### config.mk
export PLATFORM = sky130hd
export DESIGN_NAME = acob_bridge_ctrl_flat
export DESIGN_NICKNAME = d
export VERILOG_FILES = /design/src/acob_pkg.sv /design/src/acob_local_if.sv /design/src/acob_bridge_ctrl.sv /design/src/flat_wrapper.sv
export SDC_FILE = /design/constraint.sdc
export NUM_CORES = 1
export LEC_CHECK = 0
export BUFFER_PORTS_ARGS = -buffer_cell sky130_fd_sc_hd__buf_4
export CAP_MARGIN = 30
export CORE_ASPECT_RATIO = 2
export CORE_MARGIN = 2
export CORE_UTILIZATION = 49
export DETAILED_ROUTE_END_ITERATION = 8
export PLACE_DENSITY = 0.74
export SYNTH_ARGS = -nofsm -noshare
export SYNTH_HDL_FRONTEND = slang
export SYNTH_SLANG_ARGS = --single-unit
### constraint.sdc
create_clock -name clock -period 6.12 [get_ports clock]
set_clock_uncertainty 0.2 [all_clocks]
set_input_delay 0 -clock clock [delete_from_list [all_inputs] [get_ports clock]]
set_output_delay 0 -clock clock [all_outputs]
set_load 0.01 [all_outputs]
### src/acob_pkg.sv
// Shared constants for the AC output channel register bank and its local bus
`default_nettype none
package acob_pkg;
   localparam int NumChannels = 8;
   localparam int AddrW = 8;
   localparam int DataW = 32;
   // Channel window offsets
   localparam logic [7:0] OffBoardId = 8'h04;
   localparam logic [7:0] OffFaultLamp = 8'h10;
   localparam logic [7:0] OffChanBase = 8'h40;
   localparam logic [7:0] OffChanLast = 8'h5C;
   localparam logic [7:0] OffChanStep = 8'h04;
   // Arbitrary id; the upper byte matches the fixed upper byte of the lamp register and the upper byte of the channel reset value
   localparam logic [15:0] BoardIdValue = 16'h21A6;
   localparam logic [15:0] FaultLampReset = 16'h2180;
   localparam logic [15:0] ChanReset = 16'h2100;
   localparam int OnBit = 7;
   localparam logic [15:0] UpperIdMask = 16'hFF00;
   // Controller register offsets on APB
   localparam logic [11:0] ApbCmd = 12'h000;
   localparam logic [11:0] ApbAddr = 12'h004;
   localparam logic [11:0] ApbWdata = 12'h008;
   localparam logic [11:0] ApbRdata = 12'h00C;
   localparam logic [11:0] ApbStatus = 12'h010;
   localparam logic [11:0] ApbBar0 = 12'h014;
   localparam logic [11:0] ApbBar2 = 12'h018;
   localparam int CmdGo = 0;
   localparam int CmdWrite = 1;
   localparam int CmdCfg = 2;
   localparam int CmdBeLo = 4;
   // Configuration-space offsets of the two window bases
   localparam logic [7:0] CfgBar0 = 8'h10;
   localparam logic [7:0] CfgBar2 = 8'h18;
   localparam logic [31:0] Bar0Reset = 32'h0000_0000;
   localparam logic [31:0] Bar2Reset = 32'h0000_0100;
   localparam logic [31:0] WindowMask = 32'hFFFF_FF00;

   function automatic logic [31:0] acob_merge(input logic [31:0] old, input logic [31:0] nw,
                                              input logic [3:0] be);
      logic [31:0] r;
      r = old;
      for (int i = 0; i < 4; i++) begin
         if (be[i]) begin
            r[i*8 +: 8] = nw[i*8 +: 8];
         end
      end
      return r;
   endfunction
endpackage
`default_nettype wire

### src/acob_local_if.sv
// Non-multiplexed local bus between the bridge controller and the channel logic
`timescale 1ns/1ns
`default_nettype none
interface acob_local_if;
   logic req;
   logic wr;
   logic [7:0] addr;
   logic [31:0] wdata;
   logic [3:0] be;
   logic ack;
   logic [31:0] rdata;
   modport bridge (output req, output wr, output addr, output wdata, output be,
                   input ack, input rdata);
   modport channel (input req, input wr, input addr, input wdata, input be,
                    output ack, output rdata);
endinterface
`default_nettype wire

### src/acob_bridge_ctrl.sv
// Target-only bridge controller: APB command registers to the local bus
// Notes on behaviour
// - Config group reached only by type 0 cycles
// - Config contents load from serial memory first
// - Window base 2 decodes channel registers
// - Window base 0 holds bridge local window
// - Software reads both window bases at run time
// - Channel registers live in external logic device
// - Local bus runs non-multiplexed address and data
// - Channel registers reset to hardwired defaults
// - Device is target only, never a master
// - Software leaves bridge local registers untouched
// - Writing a channel register changes the output
// - Bit 7 switches the channel on or off
// - Fault lamp lit after reset, one keeps it
// - Byte, word and longword accesses accepted
// - Channel window spans 256 bytes from base
//
// The register addresses and the APB interface to the registers are this design's own decisions.
`timescale 1ns/1ns
`default_nettype none
module acob_bridge_ctrl
   import acob_pkg::*;
(
   // System
   input wire logic clock,
   input wire logic rst,
   // APB slave
   input wire logic psel,
   input wire logic penable,
   input wire logic pwrite,
   input wire logic [11:0] paddr,
   input wire logic [31:0] pwdata,
   output logic [31:0] prdata,
   output logic pready,
   output logic pslverr,
   // Serial nonvolatile preload
   input wire logic preloadValid,
   input wire logic [31:0] preloadBar0,
   input wire logic [31:0] preloadBar2,
   // Local bus
   acob_local_if.bridge lb
);
   typedef enum logic [2:0] {
      StLoad = 3'b001,
      StIdle = 3'b010,
      StBusy = 3'b100
   } acob_state_t;

   acob_state_t state_ff;
   logic [31:0] bar0_ff, bar2_ff, addr_ff, wdata_ff, rdata_ff;
   logic wr_ff, err_ff, done_ff;
   logic [3:0] be_ff;
   logic apbWr, start, inWindow, loadDone;
   logic [2:0] preloadSync_ff;
   logic preloadSeen_ff;
   logic [31:0] prdata_ff, nxt_prdata;

   // Configuration offset decode, shared by the write and read paths
   function automatic logic acob_cfg_hit(input logic [31:0] a, input logic [7:0] off);
      return a[7:0] == off;
   endfunction

   // Preload-done comes from the serial memory loader, outside this clock domain
   always_ff @(posedge clock) begin
      if (rst) begin
         preloadSync_ff <= 3'h0;
      end else begin
         preloadSync_ff <= {preloadSync_ff[1:0], preloadValid};
      end
   end

   // A change is taken only once the second and third stages agree
   always_ff @(posedge clock) begin
      if (rst) begin
         preloadSeen_ff <= 1'b0;
      end else if (preloadSync_ff[1] == preloadSync_ff[2]) begin
         preloadSeen_ff <= preloadSync_ff[2];
      end
   end
   // Bases load once, on the first cycle the settled flag is seen
   assign loadDone = state_ff == StLoad && preloadSeen_ff;

   assign apbWr = psel && penable && pwrite;
   assign start = apbWr && paddr == ApbCmd && pwdata[CmdGo] && state_ff == StIdle;
   // Only the 256-byte channel window is forwarded; the bridge's local window is never served
   assign inWindow = (addr_ff & WindowMask) == bar2_ff;

   always_ff @(posedge clock) begin
      if (rst) begin
         state_ff <= StLoad;
      end else begin
         unique case (state_ff)
            StLoad: begin
               if (preloadSeen_ff) state_ff <= StIdle;
            end
            StIdle: if (start && !pwdata[CmdCfg] && inWindow) begin
               state_ff <= StBusy;
            end
            StBusy: if (lb.ack) state_ff <= StIdle;
         endcase
      end
   end

   // Window bases: preloaded, then changed only by configuration cycles
   always_ff @(posedge clock) begin
      if (rst) begin
         bar0_ff <= Bar0Reset;
         bar2_ff <= Bar2Reset;
      end else if (loadDone) begin
         bar0_ff <= preloadBar0 & WindowMask;
         bar2_ff <= preloadBar2 & WindowMask;
      end else if (start && pwdata[CmdCfg] && pwdata[CmdWrite]) begin
         // Type 0 configuration write reaches the bases; memory cycles never do
         if (acob_cfg_hit(addr_ff, CfgBar0)) begin
            bar0_ff <= wdata_ff & WindowMask;
         end
         if (acob_cfg_hit(addr_ff, CfgBar2)) begin
            bar2_ff <= wdata_ff & WindowMask;
         end
      end
   end

   always_ff @(posedge clock) begin
      if (rst) begin
         addr_ff <= 32'h0000_0000;
         wdata_ff <= 32'h0000_0000;
         wr_ff <= 1'b0;
         be_ff <= 4'hF;
      end else if (apbWr && state_ff != StBusy) begin
         if (paddr == ApbAddr) addr_ff <= pwdata;
         if (paddr == ApbWdata) wdata_ff <= pwdata;
         if (paddr == ApbCmd) begin
            wr_ff <= pwdata[CmdWrite];
            be_ff <= pwdata[CmdBeLo +: 4];
         end
      end
   end

   // Completion, error and read result
   always_ff @(posedge clock) begin
      if (rst) begin
         rdata_ff <= 32'h0000_0000;
         err_ff <= 1'b0;
         done_ff <= 1'b0;
      end else if (state_ff == StBusy && lb.ack) begin
         if (!wr_ff) rdata_ff <= lb.rdata;
         done_ff <= 1'b1;
         err_ff <= 1'b0;
      end else if (start) begin
         done_ff <= 1'b0;
         if (pwdata[CmdCfg]) begin
            done_ff <= 1'b1;
            err_ff <= 1'b0;
            if (!pwdata[CmdWrite]) begin
               // Offsets other than the two bases read as zero
               if (acob_cfg_hit(addr_ff, CfgBar0)) begin
                  rdata_ff <= bar0_ff;
               end else if (acob_cfg_hit(addr_ff, CfgBar2)) begin
                  rdata_ff <= bar2_ff;
               end else begin
                  rdata_ff <= 32'h0000_0000;
               end
            end
         end else if (!inWindow) begin
            done_ff <= 1'b1;
            err_ff <= 1'b1; // Outside the channel window: no local cycle
         end
      end
   end

   // Local bus: full address and data lines at once, no multiplexing
   assign lb.req = state_ff == StBusy;
   assign lb.wr = wr_ff;
   assign lb.addr = addr_ff[7:0];
   assign lb.wdata = wdata_ff;
   assign lb.be = be_ff;

   // Zero wait states: every access completes in its first access cycle
   assign pready = 1'b1;
   assign pslverr = 1'b0;
   always_comb begin
      nxt_prdata = 32'h0000_0000;
      if (psel && !pwrite) begin
         unique case (paddr)
            ApbAddr: nxt_prdata = addr_ff;
            ApbWdata: nxt_prdata = wdata_ff;
            ApbRdata: nxt_prdata = rdata_ff;
            ApbStatus: nxt_prdata = {28'h0000000, err_ff, done_ff,
                                     state_ff == StBusy, state_ff == StLoad};
            ApbBar0: nxt_prdata = bar0_ff;
            ApbBar2: nxt_prdata = bar2_ff;
            default: nxt_prdata = 32'h0000_0000;
         endcase
      end
   end

   // Read data is captured in the setup cycle and stands through the access phase
   always_ff @(posedge clock) begin
      if (rst) begin
         prdata_ff <= 32'h0000_0000;
      end else if (psel && !penable) begin
         prdata_ff <= nxt_prdata;
      end
   end
   assign prdata = prdata_ff;
endmodule
`default_nettype wire

### src/flat_wrapper.sv
// flat-port wrapper written by rule: the top's interface ports become plain ports
module acob_bridge_ctrl_flat import acob_pkg::*;
  (clock, rst, psel, penable, pwrite, paddr, pwdata, prdata, pready, pslverr, preloadValid, preloadBar0, preloadBar2, lb_req, lb_wr, lb_addr, lb_wdata, lb_be, lb_ack, lb_rdata);
  acob_local_if lb_i ();
  input wire logic clock;
  input wire logic rst;
  input wire logic psel;
  input wire logic penable;
  input wire logic pwrite;
  input wire logic [11:0] paddr;
  input wire logic [31:0] pwdata;
  output logic [31:0] prdata;
  output logic pready;
  output logic pslverr;
  input wire logic preloadValid;
  input wire logic [31:0] preloadBar0;
  input wire logic [31:0] preloadBar2;
  output wire logic [$bits(lb_i.req)-1:0] lb_req;
  output wire logic [$bits(lb_i.wr)-1:0] lb_wr;
  output wire logic [$bits(lb_i.addr)-1:0] lb_addr;
  output wire logic [$bits(lb_i.wdata)-1:0] lb_wdata;
  output wire logic [$bits(lb_i.be)-1:0] lb_be;
  input wire logic [$bits(lb_i.ack)-1:0] lb_ack;
  input wire logic [$bits(lb_i.rdata)-1:0] lb_rdata;
  assign lb_req = lb_i.req;
  assign lb_wr = lb_i.wr;
  assign lb_addr = lb_i.addr;
  assign lb_wdata = lb_i.wdata;
  assign lb_be = lb_i.be;
  assign lb_i.ack = lb_ack;
  assign lb_i.rdata = lb_rdata;
  acob_bridge_ctrl u_core (.clock(clock), .rst(rst), .psel(psel), .penable(penable), .pwrite(pwrite), .paddr(paddr), .pwdata(pwdata), .prdata(prdata), .pready(pready), .pslverr(pslverr), .preloadValid(preloadValid), .preloadBar0(preloadBar0), .preloadBar2(preloadBar2), .lb(lb_i));
endmodule
* Yosys cells after proc, flatten, opt, wreduce, memory -nomap -nowiden *
Cells that the tools add are included.

word-level totals
  register bits after elaboration = 190
  output and inout bits = 80

operators by class
  reductions and logical operators = 32
  mux-type cells = 25
  equality and inequality tests = 20

operator list
  cell                                                    number
  two-way mux 32 bit                                      14
  one-hot mux 32 bit (6 select lines)                     1
  equality test 12 x 5 -> 1 bit (second input constant)   3
  equality test 12 x 4 -> 1 bit (second input constant)   2
  equality test 24 bit                                    1
  equality test 8 x 5 -> 1 bit (second input constant)    2
  logical AND 1 bit                                       14
  equality test 12 x 3 -> 1 bit (second input constant)   1
  logical NOT 12 bit                                      1
  AND reduction 2 bit                                     6
  nonzero test 2 bit                                      5
  two-way mux 3 bit                                       3
  one-hot mux 3 bit (3 select lines)                      1
  two-way mux 1 bit                                       6
  inequality test 2 x 1 -> 1 bit (second input constant)  3
  inequality test 2 bit (second input constant)           3
  AND reduction 4 bit                                     1
  equality test 3 x 1 -> 1 bit (second input constant)    1
  equality test 3 x 2 -> 1 bit (second input constant)    1
  equality test 3 bit (second input constant)             1
  logical NOT 1 bit                                       3
  inequality test 3 bit (second input constant)           1
  AND reduction 3 bit                                     1
  OR reduction 2 bit                                      1
  equality test 1 bit                                     1

* Depth between registers and ports, before layout *
Gate-level depths: netlist of the first run.

  depth after elaboration = 9
  mapped depth = 8

* Least setup slack after synthesis of the first run *
Ideal clock, no wire load.

  path type = input-to-reg
  start = input paddr[9]
  end = register u_core.bar0_ff[11]
  path slack = 3.603 ns
  library setup time = 0.142 ns
  arrival time = 2.175 ns
  path buffers = 3
  required time = 5.778 ns
  stages on the path = 8
  path through = or4_1 buf_2 or4_4 or4_1 clkbuf_1 clkbuf_1 nand2_1 a311oi_1

between the ends
  longest elaborated chain between the ends = 8

ends and longest elaborated chain
  item                             RTL line                 RTL
  start, declared                  flat_wrapper.sv:10       input wire logic [11:0] paddr;
  logical NOT 12 bit               acob_bridge_ctrl.sv:85   assign start = apbWr && paddr == ApbCmd && pwdata[CmdGo] && state_ff == StIdle;
  logical AND 1 bit (3 in series)  acob_bridge_ctrl.sv:85
  logical AND 1 bit (2 in series)  acob_bridge_ctrl.sv:113  end else if (start && pwdata[CmdCfg] && pwdata[CmdWrite]) begin
  nonzero test 2 bit (no line)     -
  AND reduction 2 bit (no line)    -
  end signal, assigned             acob_bridge_ctrl.sv:108  bar0_ff <= Bar0Reset;
  end signal, assigned             acob_bridge_ctrl.sv:111  bar0_ff <= preloadBar0 & WindowMask;
  end signal, assigned             acob_bridge_ctrl.sv:116  bar0_ff <= wdata_ff & WindowMask;
  end, declared                    acob_bridge_ctrl.sv:51   logic [31:0] bar0_ff, bar2_ff, addr_ff, wdata_ff, rdata_ff;

Every way passes these cells.
A chain may end at the register's enable or synchronous reset.

* Worst setup path after layout of the first run *
  start = input paddr[10]
  end = register u_core.prdata_ff[27], in the netlist u_core.prdata[27]

between the ends
  longest elaborated chain between the ends = 3
  elaborated cells on any way between the ends = 8
  classes of those cells = eq/ne (6); mux (2)

ends and longest elaborated chain
  item                                                   RTL line                 RTL
  equality test 12 x 5 -> 1 bit (tied with other cells)  acob_bridge_ctrl.sv:185  unique case (paddr)
  one-hot mux 32 bit (6 select lines) (*)                acob_bridge_ctrl.sv:185
  two-way mux 32 bit (*)                                 acob_bridge_ctrl.sv:184  if (psel && !pwrite) begin
  end signal, assigned                                   acob_bridge_ctrl.sv:203  prdata_ff <= nxt_prdata;
  end, declared                                          acob_bridge_ctrl.sv:57   logic [31:0] prdata_ff, nxt_prdata;

Every way passes the cells marked *; elsewhere a longest branch is shown, timed or not.

==> results of run 1 <==
## kinds of logic (layout without fill, tap and decap cells)
| logic type | count (synthesis) | in the layout | synth area share (%) |
|---|---|---|---|
| AND/OR/NAND/NOR | 379 | 379 | 18.6 |
| AO/OA/AOI/OAI | 296 | 296 | 22.8 |
| flip-flops | 190 | 190 | 42.2 |
| buffers and inverters | 107 | 393 | 5.15 |
| multiplexers | 79 | 79 | 8.85 |
| XOR/XNOR | 24 | 24 | 2.33 |
| other | 2 | 3 | 0.0833 |
## power groups by stage
stage / sequential [uW] / clock, uW / combinational, uW
finish: 1240 / 1110 / 206
global route: 1240 / 1150 / 215
floorplan: 1270 / 0 / 46.5
detailed placement: 1270 / 0 / 138
CTS: 1240 / 1110 / 201
global placement: 1270 / 0 / 138
## worst max-delay path, delay by kind of cell
kind,cells,cell delay [ns]
simple gates,3,2.11
compound gates,2,0.46
buf+inv,3,1.04
## worst min-delay path by stage
| stage | startpoint | to | slack [ns] | depth (start not counted) |
|---|---|---|---|---|
| floorplan | pwdata[4] | u_core.lb.be[0]$_SDFFE_PP1P_ | -0.07 | 2 |
| global placement | pwdata[4] | u_core.lb.be[0]$_SDFFE_PP1P_ | 0.04 | 3 |
| detailed placement | pwdata[5] | u_core.lb.be[1]$_SDFFE_PP1P_ | 0.04 | 3 |
| CTS | paddr[3] | u_core.prdata[6]$_SDFFE_PP0P_ | 0.02 | 5 |
| global route | paddr[3] | u_core.prdata[6]$_SDFFE_PP0P_ | 0.07 | 5 |
| finish | paddr[3] | u_core.prdata[6]$_SDFFE_PP0P_ | 0.03 | 5 |
## through the flow
stage	utilization, %	worst slack [ns]	hold WS, ns	instances	instance area (sq um)
after CTS	69.0	2.66	0.0162	1578	12500
after floorplan	-	3.60	-0.0749	1077	9020
after detailed placement	58.8	2.70	0.0413	1420	10700
after global placement	58.3	2.57	0.0353	1415	10600
after global routing	69.1	2.42	0.0697	1580	12500
final	69.1	2.61	0.0336	1580	12500
## cells in the mapped netlist (5+ instances only)
library cell,number,share of area [%]
a222oi_1,5,0.56
a22o_1,11,1.1
nor2b_1,6,0.42
xnor2_1,24,2.3
a221oi_1,24,2.3
dfxtp_1,190,42
and3_1,5,0.35
nand4_1,6,0.42
o211ai_1,8,0.67
buf_2,8,0.44
o21ai_0,24,1.3
buf_4,10,0.83
mux2i_1,73,8.1
nand2_1,216,9.0
a21oi_1,92,5.1
nor3_1,32,1.8
a211oi_1,49,4.1
a22oi_1,28,2.3
nor2_1,62,2.6
clkbuf_1,80,3.3
a2bb2oi_1,24,2.3
a311oi_1,24,2.3
mux2_2,6,0.75
nand3_1,19,1.1
## sequential cells by signal, indices dropped and copies added (netlist names)
| name | count |
|---|---|
| u_core.addr_ff | 32 |
| u_core.bar0_ff | 24 |
| u_core.bar2_ff | 24 |
| u_core.done_ff | 1 |
| u_core.err_ff | 1 |
| u_core.lb.be | 4 |
| u_core.lb.wdata | 32 |
| u_core.lb.wr | 1 |
| u_core.prdata | 32 |
| u_core.preloadSeen_ff | 1 |
| u_core.preloadSync_ff | 3 |
| u_core.rdata_ff | 32 |
| u_core.state_ff | 3 |
## routing by layer
metal	wire, microns	GRT usage (%)
met1	12000	36.4
met2	17700	60.8
met3	2390	4.81
met4	2840	27.1
met5	0	0
## layout make-up
cell class	count	area, sq um
Clock buffer	18	439
Timing Repair Buffer	358	3080
Clock inverter	14	150
Sequential cell	190	3800
Inverter	3	11.3
Tap cell	216	270
Multi-Input combinational cell	780	4780
Fill cell	1396	5600
Antenna cell	1	2.50
==> metrics.txt, run 1 <==
outcome=completed; switching part of the total=about 25%; number of global-route vias before repair=between 9000 and 10000; DIE WIDTH=99.9 microns; drt first pass iters=6; Clk pwr share=43.3%; ANT nets after route=0; Clock Path Buffers=2; CP arrival=~3.6 ns; fin crit period=roughly 3.5 ns; initial antenna violation count=1; Buffers on Ports=roughly 210; hold crit path type=primary input to flip-flop; R2R Setup Slk=between 2 and 3 ns; EDFF count, synth=0; pin count of the biggest net entering global routing=between 90 and 100; # nets final=1497; Slew Viols, Final=0; dpl hpwl=approximately 22000 microns; R2R depth=7; CTS H-tree lvls=4; yosys warns=0; Iteration-0 DRC Markers=820; Die H=around 200 microns; CTS resizes=0; Worst Setup EP=u_core.prdata[27]$_SDFFE_PP0P_; Max-Cap Viols=0; commonest cells after routing, fill and taps aside=226 x buf_4, 215 x nand2_1, 189 x dfxtp_1; clock root cell=clkbuf_16; initial core utilization=49.7%; I/O Pins=about 230; slew margin rel.=31.0%; Sink Count=between 150 and 200; CP Capture Type=flip-flop; Post-Syn Nets=between 1000 and 1500; Final Total Pwr=~2600 uW; Clock Latency Late Sink=0.44 ns; Internal=~1900 uW; cells after synthesis=1077; FMAX=~0.29 GHz; r2r endpoint=u_core.rdata_ff[17]$_SDFFE_PP0P_; register share of total power=slightly below 50%; WL per Instance=around 22 microns; share of synthesized registers carrying an async set or reset=0%; postcts setup bufs=0; RSZ-0062 raised after global routing=no; endpoints failing setup=0; area grow syn2layout=39.0%; die area=19600 sq um; setup TNS=0 ns; endpoints failing hold=0; CP max FO=14; Hold-fix buffers, CTS=126; peak supply drop=between 0.15 and 0.2 mV; P per Cell Area=between 200 and 250 nW/um^2; commonest non-fill, non-tap cell in the layout=buf_4; vias=a little under 10000; WL final=34900 microns; CP dominant cell by count=buf_4; Gate power share=8.1%; CTS tree=yes; critical path type=primary input to flip-flop; CP Cell Sequence=dlygate4sd3_1, buf_4, or4_1, nor4_2, and3_1, buf_4, a22oi_1, a221oi_1; Worst Path Required=6.24 ns; CP startpoint=paddr[10]; DRC=0; Tot GR Track Use=between 30% and 40%; #FFs+latches synth=between 150 and 200; Crit-path slowest cell=nor4_2; ys flop type=dfxtp_1; Reg-to-Reg Start=u_core.state_ff[2]$_SDFFE_PP0P_; GRT Residual Overflow=0; Pleak=between 0.004 and 0.005 uW; vias per cell=roughly 6.2; Mapped Avg Cell Area=~8.4 sq um; share of cells above drive strength 1=approximately a fifth; clk slew on worst S/H paths=approximately 0.070 ns; first-pass GRT wire length=about 52000 microns; period utilization=between 50% and 60%; Worst-Margin Slew=about 1.0 ns; sequential area share after synthesis=between 40 and 50%; type of origin of the critical path=primary input; Switching Power=643 uW; mapped cell area=9020 sq um; slowest stage delay, CP=~0.77 ns; Core Box Area=between 15000 and 20000 sq um; Row Count=70; routability congestion estimate=between 0.9 and 1; CTS Buf Count=17; Synth cell types=50
No activity file was read; power rests on OpenSTA's default activity.
==> run 2: changes to the inputs <==
Settings changed: ABC_AREA set to 1, PLACE_DENSITY 0.74 to 0.73.
Clock period 6.12 ns to 3.6 ns, I/O delays scaled along.
==> metrics.txt, run 2 <==
outcome=finished, violations left; failing checks=hold timing; Finished Layout Cells=2165 (+37%); peak supply drop=0.249 mV (+53%); fin crit period=approximately 3.2 ns; pin count of the biggest net entering global routing=106 (+9.3%); Top delay family on crit path=buffers and inverters; Post-synth top cells=468 x nand2_1, 190 x dfxtp_1, 171 x nand3_1, 163 x nor2_1, 136 x inv_1; area grow syn2layout=31.5%; Clock Latency Late Sink=0.45 ns (about the same); top layer in use=met4; share of synthesized registers carrying an async set or reset=0% (unchanged); Buffers on Ports=208 (unchanged); leading area contributor after synthesis=dfxtp_1; CP dominant cell by count=dlygate4sd3_1; vias=11763 (+20%); Crit-path slowest cell=nor2_4; commonest cells after routing, fill and taps aside=467 x nand2_1, 226 x buf_4, 190 x dfxtp_1; Clock Path Buffers=2 (unchanged); clk slew on worst S/H paths=0.07 ns (about the same); I/O Pins=227 (unchanged); sequential area share after synthesis=36.5% (-5.7 points); setup TNS=0 ns (unchanged); CP Cell Sequence=dlygate4sd3_1, buf_4, nand2_1, dlygate4sd3_1, nor2_1, dlygate4sd3_1, nand2_1, buf_4, nor2_4, o21ai_0, a21oi_1; most numerous cell in the Yosys netlist=nand2_1; CTS tree=yes; critical path type=primary input to flip-flop; Mapped Avg Cell Area=6.36 sq um (-24%); drt first pass iters=6 (unchanged); filler instances=1938 (+39%); Row Count=75 (+7.1%); yosys warns=0 (unchanged); P per Cell Area=322 nW/um^2 (+58%); FMAX=between 0.3 and 0.4 GHz; WL final=37600 microns (+7.7%); postcts setup bufs=0 (unchanged); WL per Instance=17.4 microns (-21%); CP arrival=3.39 ns (-0.24 ns); mapped cell area=10400 sq um (+16%); die area=22500 sq um (+15%); Iteration-0 DRC Markers=1227 (+50%); # nets final=2030 (+36%); synth top area cells=dfxtp_1 37%, nand2_1 17%, nand3_1 8.2%; type of origin of the critical path=primary input; top cell type's share of synthesized area=36.5% (-5.7 points); Buf+Inv Stages, Crit Path=5 (+2); RSZ-0062 raised after global routing=no; Core Box Area=20900 sq um (+15%); Hold Slack=-0.0154 ns (-0.0490 ns); #FFs+latches synth=190 (unchanged); routability congestion estimate=0.940 (+4.3%); EDFF count, synth=0 (unchanged); cells after synthesis=1639 (+52%); endpoints failing hold=10 (+10); Slew Viols, Final=0 (unchanged); ys flop type=dfxtp_1; GRT Residual Overflow=0 (unchanged); CTS H-tree lvls=4 (unchanged); Tot GR Track Use=33.3% (-1.4 points); first-pass GRT wire length=58100 microns (+11%); Worst-Margin Slew=0.935 ns (-0.0918 ns); hold crit path type=primary input to flip-flop; Pleak=0.00602 uW (+34%); endpoints failing setup=0 (unchanged); CP Capture Type=flip-flop; DRC=0 (unchanged); WL met3=2220 microns (-7.0%); CTS Buf Count=17 (unchanged); Synth cell types=37 (-26%); slowest stage delay, CP=0.69 ns (-0.08 ns); slew margin rel.=37.6% (+6.6 points); met1 WL=14400 microns (+20%); initial core utilization=49.8% (about the same); CP max FO=37 (+23); Worst Path Required=3.79 ns (-2.45 ns); dpl hpwl=25800 microns (+19%); Max-Cap Viols=0 (unchanged); clock root cell=clkbuf_16; Post-Syn Nets=1786 (+46%); number of global-route vias before repair=10856 (+9.4%); Sink Count=190 (unchanged); ANT nets after route=0 (unchanged); Die H=210 microns (+7.3%); DP Cell Count=2009 (+41%); metal2 WL=19000 microns (+7.6%); commonest non-fill, non-tap cell in the layout=nand2_1; share of cells above drive strength 1=15.5% (-5.1 points); DIE WIDTH=107 microns (+7.2%); period utilization=around 89%; vias per cell=5.43 (-12%); initial antenna violation count=2 (+1)
## run 2: kinds of logic after synthesis
logic type	synth area share (%)
AO/OA/AOI/OAI	10.7
XOR/XNOR	0.841
buffers and inverters	11.1
flip-flops	36.5
other	0.0721
AND/OR/NAND/NOR	40.8
## run 2: stage by stage
stage	utilization [%]	total power, uW	instance area [sq um]	hold slack [ns]	worst slack (ns)
floorplan	-	2290	10400	-0.0930	1.87
global placement	56.7	2450	11900	0.00718	1.08
detailed placement	56.7	2450	11900	0.0177	1.01
CTS	65.3	4410	13700	0.00954	0.258
global route	65.5	4540	13700	0.0165	0.148
finish	65.5	4420	13700	-0.0154	0.397
## run 2: layout make-up
cell class                      count  area, sq um  share of cell area [%]
Antenna cell                        2         5.00                  0.0365
Clock buffer                       18          429                    3.13
Clock inverter                     12          139                    1.01
Inverter                          141          531                    3.87
Multi-Input combinational cell   1182         5480                    40.0
Sequential cell                   190         3800                    27.8
Tap cell                          269          337                    2.46
Timing Repair Buffer              351         2980                    21.7
## run 2: layer usage
metal,track usage (%),up-vias
li1,-,5804
met5,0,-
met2,56.9,521
met1,39.7,5334
met3,4.24,104
met4,18.5,0
## run 2: path summary, 6_finish.rpt
| kind | startpoint | slack (ns) | cells past startpoint | endpoint |
|---|---|---|---|---|
| max | penable | 0.40 | 11 | u_core.lb.wdata[6]$_SDFFE_PP0P_ |
| min | paddr[1] | -0.02 | 4 | u_core.addr_ff[0]$_SDFFE_PP0P_ |
| max reg2reg | u_core.state_ff[2]$_SDFFE_PP0P_ | 0.99 | 9 | u_core.rdata_ff[0]$_SDFFE_PP0P_ |
| min reg2reg | u_core.preloadSync_ff[0]$_SDFF_PP0_ | 0.25 | 2 | u_core.preloadSync_ff[1]$_SDFF_PP0_ |
## run 2: worst register-to-register path: stages (launching register included)
cell and delay, ns:
dfxtp_1 0.38, inv_1 0.10, nor3_4 0.23, nand2_2 0.41
inv_2 0.15, nand2_1 0.09, nand2_4 0.48, inv_2 0.23
a21oi_1 0.17, nor2_1 0.05
## run 2: repair_timing
item,4_1_cts,5_1_grt
gates resized for setup,0,1
endpoints found under the hold margin,185,0
hold buffers,123,0
endpoints found under the setup margin,0,11
## run 2: where the power goes
group	total (uW)	switching (uW)	leakage, uW	internal (uW)
combinational	418	211	0.00421	207
clock	1890	867	0.000277	1020
sequential	2110	4.04	0.00153	2100
total	4420	1080	0.00602	3330
